--- config.mk ---
export PLATFORM = sky130hd
export DESIGN_NAME = rbc_ctrl
export DESIGN_NICKNAME = d
export VERILOG_FILES = /design/src/rbc_pkg.sv /design/src/rbc_ctrl.sv /design/src/rbc_ms_to_loops.sv /design/src/rbc_decay.sv
export SDC_FILE = /design/constraint.sdc
export NUM_CORES = 2
export LEC_CHECK = 0
export ABC_AREA = 0
export BUFFER_PORTS_ARGS = -buffer_cell sky130_fd_sc_hd__buf_2
export CORE_MARGIN = 4
export CORE_UTILIZATION = 30
export CTS_CLUSTER_DIAMETER = 50
export DETAILED_ROUTE_END_ITERATION = 8
export PLACE_DENSITY = 0.45
export SLEW_MARGIN = 20
export SYNTH_ARGS = -nofsm -noshare
export SYNTH_HDL_FRONTEND = slang
export SYNTH_SLANG_ARGS = --single-unit
--- constraint.sdc ---
create_clock -name clk -period 70.2 [get_ports clk]
set_clock_uncertainty 0.2 [all_clocks]
set_input_delay 3.51 -clock clk [delete_from_list [all_inputs] [get_ports clk]]
set_output_delay 3.51 -clock clk [all_outputs]
set_load 0.01 [all_outputs]
--- src/rbc_pkg.sv ---
// Package for the reversal backlash compensation controller
package rbc_pkg;
   localparam int POS_W      = 32;
   localparam int VEL_W      = 24;
   localparam int DLY_W      = 16;
   localparam int CLK_HZ     = 25000000;
   localparam int LOOP_US    = 1000;
   localparam int CLK_PER_LOOP = (CLK_HZ / 1000000) * LOOP_US;
   // Offsets of the register port
   localparam logic [3:0] ADDR_CTRL      = 4'h0;
   localparam logic [3:0] ADDR_DELAY_MS  = 4'h1;
   localparam logic [3:0] ADDR_CANCEL    = 4'h2;
   localparam logic [3:0] ADDR_HYST      = 4'h3;
   localparam logic [3:0] ADDR_AMPL      = 4'h4;
   localparam logic [3:0] ADDR_TAU_MS    = 4'h5;
   localparam logic [3:0] ADDR_FRIC_HYST = 4'h6;
   localparam logic [3:0] ADDR_STATUS    = 4'h7;
   localparam logic [3:0] ADDR_VEL_OUT   = 4'h8;
   // Field positions
   localparam int CTRL_POS_MODE = 0;
   localparam int CTRL_DIRECT   = 1;
   localparam int ST_ACTIVE     = 0;
   localparam int ST_WAITING    = 1;
   localparam int ST_FRIC_EN    = 2;
   localparam int ST_SIGN       = 3;
   // Reset values
   localparam logic [31:0] RST_CTRL      = 32'h0000_0003;
   localparam logic [31:0] RST_DELAY_MS  = 32'h0000_0000;
   localparam logic [31:0] RST_CANCEL    = 32'h0000_0000;
   localparam logic [31:0] RST_HYST      = 32'h0000_0000;
   localparam logic [31:0] RST_AMPL      = 32'h0000_0000;
   localparam logic [31:0] RST_TAU_MS    = 32'h0000_001E;
   localparam logic [31:0] RST_FRIC_HYST = 32'h0000_0001;
   // Minus one unit of 0.0001 disables the early cancel, like zero
   localparam logic [31:0] CANCEL_LEGACY = 32'hFFFF_FFFF;

   typedef struct packed {
      logic              valid;
      logic [POS_W-1:0]  cmd_inc;
      logic [POS_W-1:0]  fb_inc;
      logic [VEL_W-1:0]  speed;
   } rbc_loop_s;

   typedef struct packed {
      logic              active;
      logic              fric_en;
      logic [VEL_W-1:0]  vel_add;
   } rbc_comp_s;

   typedef enum logic [1:0] { RBC_IDLE, RBC_DELAY, RBC_PULSE } rbc_state_e;
endpackage

--- src/rbc_ctrl.sv ---
// Reversal backlash compensation controller for the position loop
//
// Overview of operation
// - A sign change of the increment triggers the reversal-peak pulse.
// - The pulse is held off by a delay in ms, default zero.
// - The delay becomes whole loop periods, rounded down.
// - The pulse stops once feedback travel reaches the cancel displacement.
// - Cancel displacement zero or minus one unit disables early cancel.
// - Cancel displacement resets to zero.
// - With cancel displacement zero or more, friction is off in a reversal.
// - A later reversal compensates only after command moves the hysteresis.
// - Reversals inside the hysteresis run without compensation.
// - Once reached, compensate and take the next reversal as reference.
// - Hysteresis zero compensates every reversal.
// - Friction compensation is off while the pulse is active.
// - Friction switching uses a programmable speed hysteresis in rpm.
// - The pulse starts at the amplitude and decays with the time constant.
// - Compensation only in position mode with direct feedback.
//
// The plain strobed port and the register offsets are this design's own decisions.
`timescale 1ns/1ps
module rbc_ctrl
   import rbc_pkg::*;
#(
   parameter int LOOP_US_P = LOOP_US
)
(
   input  wire logic             clk,       // 25 MHz clock
   input  wire logic             srst,      // Synchronous reset, high
   input  wire rbc_loop_s        loop_in,   // Per-cycle increments and speed
   input  wire logic [3:0]       addr,      // Register address
   input  wire logic [31:0]      wdata,     // Write data
   input  wire logic             wr,        // Write strobe
   input  wire logic             rd,        // Read strobe
   output rbc_comp_s             comp_out,  // Compensation outputs
   output logic      [31:0]      rdata      // Read data, one cycle later
);
   initial
   begin
      if (LOOP_US_P < 1)
         $error("loop period must be positive");
   end

   // Registers
   logic [31:0] ctrl_reg;
   logic [31:0] delay_ms_reg;
   logic [31:0] cancel_reg;
   logic [31:0] hyst_reg;
   logic [31:0] ampl_reg;
   logic [31:0] tau_reg;
   logic [31:0] fric_hyst_reg;

   always_ff @(posedge clk)
   begin
      if (srst)
      begin
         ctrl_reg      <= RST_CTRL;
         delay_ms_reg  <= RST_DELAY_MS;
         cancel_reg    <= RST_CANCEL;
         hyst_reg      <= RST_HYST;
         ampl_reg      <= RST_AMPL;
         tau_reg       <= RST_TAU_MS;
         fric_hyst_reg <= RST_FRIC_HYST;
      end
      else if (wr)
      begin
         case (addr)
            ADDR_CTRL:      ctrl_reg      <= wdata;
            ADDR_DELAY_MS:  delay_ms_reg  <= wdata;
            ADDR_CANCEL:    cancel_reg    <= wdata;
            ADDR_HYST:      hyst_reg      <= wdata;
            ADDR_AMPL:      ampl_reg      <= wdata;
            ADDR_TAU_MS:    tau_reg       <= wdata;
            ADDR_FRIC_HYST: fric_hyst_reg <= wdata;
            default:        ;
         endcase
      end
   end

   // Helpers
   function automatic logic [POS_W-1:0] abs_val(input logic [POS_W-1:0] v);
      abs_val = v[POS_W-1] ? POS_W'(-v) : v;
   endfunction

   logic [DLY_W-1:0] delay_loops;
   logic [VEL_W-1:0] decay_next;
   logic [VEL_W-1:0] pulse_reg;

   rbc_ms_to_loops #(.LOOP_US_P(LOOP_US_P)) u_conv
   (
      .delay_ms (delay_ms_reg[DLY_W-1:0]),
      .loops    (delay_loops)
   );

   rbc_decay u_decay
   (
      .value      (pulse_reg),
      .tau_ms     (tau_reg[DLY_W-1:0]),
      .next_value (decay_next)
   );

   // Reversal detection
   logic              tick;
   logic              enabled;
   logic              last_sign_reg;
   logic              have_dir_reg;
   logic              cmd_nz;
   logic              cmd_sign;
   logic              reversal;
   logic [POS_W-1:0]  cmd_acc_reg;
   logic              armed_reg;
   logic              comp_req;

   assign tick     = loop_in.valid;
   assign enabled  = ctrl_reg[CTRL_POS_MODE] & ctrl_reg[CTRL_DIRECT];
   assign cmd_nz   = loop_in.cmd_inc != '0;
   assign cmd_sign = loop_in.cmd_inc[POS_W-1];
   // Sign opposite to the last nonzero increment
   assign reversal = tick & cmd_nz & have_dir_reg & (cmd_sign != last_sign_reg);
   // First reversal, or hysteresis already met, or hysteresis zero
   assign comp_req = reversal & enabled & (armed_reg | (hyst_reg == '0));

   always_ff @(posedge clk)
   begin
      if (srst)
      begin
         last_sign_reg <= 1'b0;
         have_dir_reg  <= 1'b0;
      end
      else if (tick && cmd_nz)
      begin
         last_sign_reg <= cmd_sign;
         have_dir_reg  <= 1'b1;
      end
   end

   // Command change since the reference reversal
   logic [POS_W-1:0] cmd_acc_next;
   assign cmd_acc_next = POS_W'(cmd_acc_reg + loop_in.cmd_inc);

   always_ff @(posedge clk)
   begin
      if (srst)
      begin
         cmd_acc_reg <= '0;
         armed_reg   <= 1'b1;
      end
      else if (tick)
      begin
         if (comp_req)
         begin
            cmd_acc_reg <= '0;
            armed_reg   <= 1'b0;
         end
         else
         begin
            cmd_acc_reg <= cmd_acc_next;
            if (abs_val(cmd_acc_next) >= hyst_reg)
               armed_reg <= 1'b1;
         end
      end
   end

   // Pulse sequencer
   rbc_state_e        state_reg;
   logic [DLY_W-1:0]  dly_cnt_reg;
   logic [POS_W-1:0]  disp_acc_reg;
   logic [POS_W-1:0]  disp_next;
   logic              cancel_on;
   logic              cancel_hit;

   assign disp_next  = POS_W'(disp_acc_reg + loop_in.fb_inc);
   assign cancel_on  = (cancel_reg != '0) && (cancel_reg != CANCEL_LEGACY) &&
                       !cancel_reg[31];
   assign cancel_hit = cancel_on && (abs_val(disp_next) >= cancel_reg);

   always_ff @(posedge clk)
   begin
      if (srst)
      begin
         state_reg    <= RBC_IDLE;
         dly_cnt_reg  <= '0;
         pulse_reg    <= '0;
         disp_acc_reg <= '0;
      end
      else if (tick)
      begin
         if (comp_req)
         begin
            disp_acc_reg <= loop_in.fb_inc;
            if (delay_loops == '0)
            begin
               state_reg <= RBC_PULSE;
               pulse_reg <= ampl_reg[VEL_W-1:0];
            end
            else
            begin
               state_reg   <= RBC_DELAY;
               dly_cnt_reg <= delay_loops;
               pulse_reg   <= '0;
            end
         end
         else
         begin
            case (state_reg)
               RBC_IDLE:
               begin
                  pulse_reg <= '0;
               end
               RBC_DELAY:
               begin
                  disp_acc_reg <= disp_next;
                  if (dly_cnt_reg == DLY_W'(1))
                  begin
                     state_reg <= RBC_PULSE;
                     pulse_reg <= ampl_reg[VEL_W-1:0];
                  end
                  dly_cnt_reg <= dly_cnt_reg - DLY_W'(1);
               end
               RBC_PULSE:
               begin
                  disp_acc_reg <= disp_next;
                  if (cancel_hit || decay_next == '0)
                  begin
                     state_reg <= RBC_IDLE;
                     pulse_reg <= '0;
                  end
                  else
                     pulse_reg <= decay_next;
               end
               default:
               begin
                  state_reg <= RBC_IDLE;
                  pulse_reg <= '0;
               end
            endcase
         end
      end
   end

   // Friction switching with speed hysteresis
   logic             fric_dir_reg;
   logic [VEL_W-1:0] speed_mag;
   logic             in_reversal;

   assign speed_mag   = loop_in.speed[VEL_W-1] ? VEL_W'(-loop_in.speed) : loop_in.speed;
   assign in_reversal = (state_reg != RBC_IDLE);

   always_ff @(posedge clk)
   begin
      if (srst)
         fric_dir_reg <= 1'b0;
      else if (tick && speed_mag >= fric_hyst_reg[VEL_W-1:0])
         fric_dir_reg <= loop_in.speed[VEL_W-1];
   end

   // Outputs
   always_ff @(posedge clk)
   begin
      if (srst)
         comp_out <= '0;
      else
      begin
         comp_out.active  <= (state_reg == RBC_PULSE);
         comp_out.vel_add <= (state_reg == RBC_PULSE) ? pulse_reg : '0;
         comp_out.fric_en <= !(in_reversal && !cancel_reg[31]) &&
                             (state_reg != RBC_PULSE);
      end
   end

   always_ff @(posedge clk)
   begin
      if (srst)
         rdata <= '0;
      else if (rd)
      begin
         case (addr)
            ADDR_CTRL:      rdata <= ctrl_reg;
            ADDR_DELAY_MS:  rdata <= delay_ms_reg;
            ADDR_CANCEL:    rdata <= cancel_reg;
            ADDR_HYST:      rdata <= hyst_reg;
            ADDR_AMPL:      rdata <= ampl_reg;
            ADDR_TAU_MS:    rdata <= tau_reg;
            ADDR_FRIC_HYST: rdata <= fric_hyst_reg;
            ADDR_STATUS:    rdata <= {28'h0000000, fric_dir_reg, comp_out.fric_en,
                                      state_reg == RBC_DELAY, state_reg == RBC_PULSE};
            ADDR_VEL_OUT:   rdata <= {{(32-VEL_W){1'b0}}, pulse_reg};
            default:        rdata <= 32'h0000_0000;
         endcase
      end
      else
         rdata <= 32'h0000_0000;
   end

   // Checks
   chk_rev_comp_start: assert property (@(posedge clk) disable iff (srst)
      comp_req && delay_loops == '0 |=> state_reg == RBC_PULSE)
      else $error("pulse did not start on reversal");
   chk_delay_hold: assert property (@(posedge clk) disable iff (srst)
      comp_req && delay_loops != '0 |=> state_reg == RBC_DELAY)
      else $error("delay not applied");
   chk_cancel_stop: assert property (@(posedge clk) disable iff (srst)
      tick && state_reg == RBC_PULSE && cancel_hit && !comp_req |=> state_reg == RBC_IDLE)
      else $error("pulse not cancelled");
   chk_no_cancel: assert property (@(posedge clk) disable iff (srst)
      !cancel_on |-> !cancel_hit)
      else $error("early cancel while disabled");
   chk_fric_off: assert property (@(posedge clk) disable iff (srst)
      state_reg == RBC_PULSE |=> !comp_out.fric_en)
      else $error("friction on during pulse");
   chk_hyst_block: assert property (@(posedge clk) disable iff (srst)
      reversal && !armed_reg && hyst_reg != '0 |=> state_reg == $past(state_reg) ||
      $past(state_reg) != RBC_IDLE)
      else $error("compensation inside hysteresis");
   chk_mode_gate: assert property (@(posedge clk) disable iff (srst)
      !enabled |-> !comp_req)
      else $error("compensation outside direct position mode");
   chk_tick_only: assert property (@(posedge clk) disable iff (srst)
      !tick |=> $stable(pulse_reg))
      else $error("pulse moved without loop tick");
   chk_pulse_out: assert property (@(posedge clk) disable iff (srst)
      state_reg != RBC_PULSE |=> comp_out.vel_add == '0)
      else $error("velocity added while idle");
   chk_fric_rev: assert property (@(posedge clk) disable iff (srst)
      state_reg != RBC_IDLE && !cancel_reg[31] |=> !comp_out.fric_en)
      else $error("friction on during reversal");
   chk_armed_clear: assert property (@(posedge clk) disable iff (srst)
      comp_req |=> !armed_reg)
      else $error("hysteresis reference not restarted");
   chk_disp_start: assert property (@(posedge clk) disable iff (srst)
      comp_req |=> disp_acc_reg == $past(loop_in.fb_inc))
      else $error("displacement not restarted at reversal");
   chk_delay_load: assert property (@(posedge clk) disable iff (srst)
      comp_req && delay_loops != '0 |=> dly_cnt_reg == $past(delay_loops))
      else $error("delay count not loaded");

   cov_rev: cover property (@(posedge clk) disable iff (srst) comp_req);
   cov_delay: cover property (@(posedge clk) disable iff (srst) state_reg == RBC_DELAY);
   cov_cancel: cover property (@(posedge clk) disable iff (srst)
      state_reg == RBC_PULSE && cancel_hit);
   cov_blocked: cover property (@(posedge clk) disable iff (srst) reversal && !comp_req);
   cov_rearm: cover property (@(posedge clk) disable iff (srst) !armed_reg ##1 armed_reg);
endmodule

--- src/rbc_ms_to_loops.sv ---
// Converts a delay in milliseconds to whole loop periods, rounded down
`timescale 1ns/1ps
module rbc_ms_to_loops
   import rbc_pkg::*;
#(
   parameter int LOOP_US_P = LOOP_US
)
(
   input  wire logic [DLY_W-1:0] delay_ms,   // Programmed delay
   output logic      [DLY_W-1:0] loops       // Whole loop periods
);
   initial
   begin
      if (LOOP_US_P < 1)
         $error("loop period must be positive");
   end

   logic [DLY_W+10-1:0] us_val;

   always_comb
   begin
      us_val = delay_ms * (DLY_W+10)'(1000);
      loops  = DLY_W'(us_val / (DLY_W+10)'(LOOP_US_P));
   end
endmodule

--- src/rbc_decay.sv ---
// Exponential decay step for the reversal pulse
`timescale 1ns/1ps
module rbc_decay
   import rbc_pkg::*;
(
   input  wire logic [VEL_W-1:0] value,      // Present pulse value
   input  wire logic [DLY_W-1:0] tau_ms,     // Time constant in ms
   output logic      [VEL_W-1:0] next_value  // Value one loop later
);
   // One loop step of 1 ms: v - v/(tau) approximates v*exp(-T/tau)
   logic [VEL_W-1:0] dec;

   always_comb
   begin
      if (tau_ms == '0)
         dec = value;
      else
      begin
         dec = value / VEL_W'(tau_ms);
         if (dec == '0 && value != '0)
            dec = VEL_W'(1);
      end
      next_value = value - dec;
   end
endmodule

==> out/summary.md <==
- finished clean — status
- 12 — sum of buffers and inverters on the critical path
- 6194 — Net Count, Synth
- 392 — number of clock sinks
- 383 — Levels on crit path
- 392 — Seq cells post-synth
- 14400 — fill cell instance count of the final layout
- compound AO/OA/AOI/OAI gates — kind of cell adding the most delay to the critical path
- 7.55 um^2 — per-instance average area after synthesis
- 70.58 ns — CP Data Required Time
- 186 — # port buffers
- 1.72 ns — setup slack, reg-to-reg
- flip-flop — Startpoint Class
- 380 um — width of the die
- 5.27% — met3 track utilization from global routing
- yes — clock tree from TritonCTS
- 0 — # setup viols final
- 72 — TritonCTS Buffers
- 30.2% — starting utilization of the core area
- 0 — global-route congestion overflow total
- 27.4% — met1 track demand over resource
- 22.6% — tightest slew margin relative to the limit
- 9 — total iterations of the first detailed-routing run
- 35.0% — met2 track demand over resource in global routing
- 0.67 ns — later-pin clock latency in the skew report
- 21.2 um — post-detailed-route wirelength per cell
- 41600 um^2 — Synth Cell Area
- 21.3% — GRT Resource Usage Total
- flip-flop to flip-flop — Min-Delay Path Class
- 39500 — via count of the first global-routing pass
- sky130_fd_sc_hd__nand2_1, sky130_fd_sc_hd__a21oi_1, sky130_fd_sc_hd__ha_1 — commonest cells in the netlist
- 145000 um^2 — full die area
- 68.48 ns — final worst path period need
- 136 — number of standard-cell rows in the floorplan
- 123000 um — post-DP HPWL
- sky130_fd_sc_hd__nand2_1 — library cell with the highest instance count after synthesis
- met2 — most used routing layer
- 137000 um^2 — area of the core region
- 126 — number of distinct standard cells referenced by the synthesized netlist
- 1.15 ns — slew at the pin closest to its max-slew limit
- 0 — hold-fix buffers at CTS
- 380 um — Die Y
- 18.9% — top-area cell type share of the netlist area
- 17.3% — share of cells above drive strength 1
- 5508 — synthesized instance count
- sky130_fd_sc_hd__dfxtp_1 — cell type with the largest total area after synthesis
- 20.4% — synthesis-to-finish area growth
- sky130_fd_sc_hd__clkbuf_16 — clock root cell
- 12 — CP Max Fanout
- have_dir_reg$_SDFFE_PP0P_ — worst min-delay path startpoint
- 2 — worst hold stages
- 0 — fin. max-slew vios
- pulse_reg[0]$_SDFFE_PP0P_ — capture point of the worst reg-to-reg path
- 0 — count of antenna-violating nets left after detailed routing
- tau_reg[14]$_SDFFE_PP0P_ — origin of the critical flop-to-flop path
- -0.885 ns — pre-CTS setup slack
- 0 — DRC violations left
- sky130_fd_sc_hd__dfxtp_1 — ys flop type
- 28 — initial antenna violation count
- sky130_fd_sc_hd__o21a_1 — Top cell by count, worst path
- 383 — number of cells traversed by the worst register-to-register path
- 0 — EDFF count, synth
- 0 — max capacitance violation total
- 242000 um — wire length of the first global-routing pass
- 0.47 ns — maximum cell stage delay along the critical path
- 0 — number of warning messages in the yosys log
- 0.05 ns — clock-pin transition on the worst setup and hold timing paths
- 0% — Post-synth ARST share
- 18.9% — fraction of the yosys area taken by sequential cells
- 14.6 MHz — fmax
- have_dir_reg$_SDFFE_PP0P_ — Hold Path Sink
- 97.5% — share of the clock period used by the worst path after layout
- 1.72 ns — crit path setup slack, layout
- 163000 um — post-detailed-routing wire length
- sky130_fd_sc_hd__dfxtp_1, sky130_fd_sc_hd__ha_1, sky130_fd_sc_hd__nand2_1 — top area cells in the synthesized netlist
- 0 — final count of hold timing violations
- yes — setup repair after global routing missed its margin
- sky130_fd_sc_hd__or3_4 — Slowest cell on crit path
- 187 — pin count of the biggest net entering global routing
- flip-flop — Critical Path End Type
- 41900 — total via count after detailed routing
- 3 — maximum root-to-sink buffer count
- 3144 — Iteration-0 DRC Markers
- 6516 — Layout Nets
- 187 — number of top-level design ports
- 68.86 ns — data arrival time at the worst-slack endpoint
- flip-flop to flip-flop — CP Class
- 5.45 — vias per cell
- 3 — CTS HTree Levels
- 0.892 — final RePlAce weighted congestion
## cells by family (layout without fill, tap and decap cells)
| kind of cell | count (synthesis) | count (layout) | share of synthesized area [%] |
|---|---|---|---|
| and+or+nand+nor | 1970 | 1971 | 22.0 |
| adders and majority gates | 562 | 562 | 17.9 |
| DFF | 392 | 392 | 18.9 |
| buffers and inverters | 515 | 890 | 4.84 |
| xor gates and xnor gates | 268 | 268 | 5.73 |
| other | 0 | 13 | 0 |
| AOI/OAI and AO/OA | 1660 | 1660 | 26.9 |
| muxes | 141 | 141 | 3.68 |
## worst reg2reg max path, delay by kind of cell (launching register included)
family / cells / cell delay [ns]
fa+ha+maj: 24 / 6.56
buf+inv: 12 / 1.64
mux: 4 / 1.05
simple gates: 58 / 8.62
compound gates: 284 / 49.75
xor+xnor: 1 / 0.21
flops: 1 / 0.31
## cells in the final DEF (no fill, tap or decap), drive strengths merged, types with 17 or more instances in the layout
cell type,count
mux2,82
nor2b,78
nand3,75
inv,250
buf,516
or4,19
nor3,267
o21a,236
or3,28
nor4,50
or2,39
nand2b,61
a22oi,28
o31ai,110
nand4,55
a31oi,53
ha,500
clkinv,17
dfxtp,392
a311oi,36
nor2,382
xnor2,209
and3,29
a221oi,29
o211ai,46
a21oi,522
o21bai,64
and2,57
clkbuf,89
a222oi,31
a22o,27
nand2,788
a21o,58
xor2,59
a211oi,37
mux2i,59
o21ai,256
fa,57
## metrics by stage
step	utilization (%)	setup TNS (ns)	hold WS [ns]	instance area [um^2]	std cells
final	36.4	0	0.248	50000	7691
after global routing	36.4	-50.92	0.269	50000	7680
after CTS	35.0	0	0.252	48100	7538
after detailed placement	32.9	-15.77	0.245	45200	7394
after global placement	32.9	0	0.241	45200	7394
after floorplan	-	0	0.226	41800	5508
## timing repair
action                                  4_1_cts  5_1_grt
buffers inserted                             15      138
endpoints found under the setup margin       25       26
gates cloned                                  1        2
hold endpoints to repair                      0        0
resized for setup                            19      203
pin swaps                                    10      141
## routing by layer
layer	wire length, um	part of all wire (%)
met4	5500	3.4
met1	71500	44
met2	74200	46
met5	120	0.074
met3	11300	7.0
## how the worst max path moves through the flow
stage | startpoint | end | slack, ns
after floorplan | tau_reg[13]$_SDFFE_PP0P_ | pulse_reg[20]$_SDFFE_PP0P_ | 0.02
after global placement | tau_reg[13]$_SDFFE_PP0P_ | pulse_reg[16]$_SDFFE_PP0P_ | 0.13
after detailed placement | tau_reg[13]$_SDFFE_PP0P_ | pulse_reg[16]$_SDFFE_PP0P_ | -0.88
after CTS | tau_reg[13]$_SDFFE_PP0P_ | pulse_reg[11]$_SDFFE_PP0P_ | 0.12
after global routing | tau_reg[14]$_SDFFE_PP0P_ | pulse_reg[15]$_SDFFE_PP0P_ | -2.11
final | tau_reg[14]$_SDFFE_PP0P_ | pulse_reg[0]$_SDFFE_PP0P_ | 1.72
## cell type report
class / count / area [um^2] / share of cell area (%)
antenna: 13 / 32.5 / 0.0650
clock buffer: 87 / 1970 / 3.94
clock inverter: 41 / 714 / 1.43
inverter: 244 / 920 / 1.84
multi-input combinational: 4602 / 32700 / 65.4
sequential: 392 / 7850 / 15.7
tap: 1794 / 2240 / 4.49
timing repair buffer: 518 / 3580 / 7.16
Power is left out: the tool's default activity adds up to more than one toggle a clock period on the data nets, which glitch-free logic cannot reach.
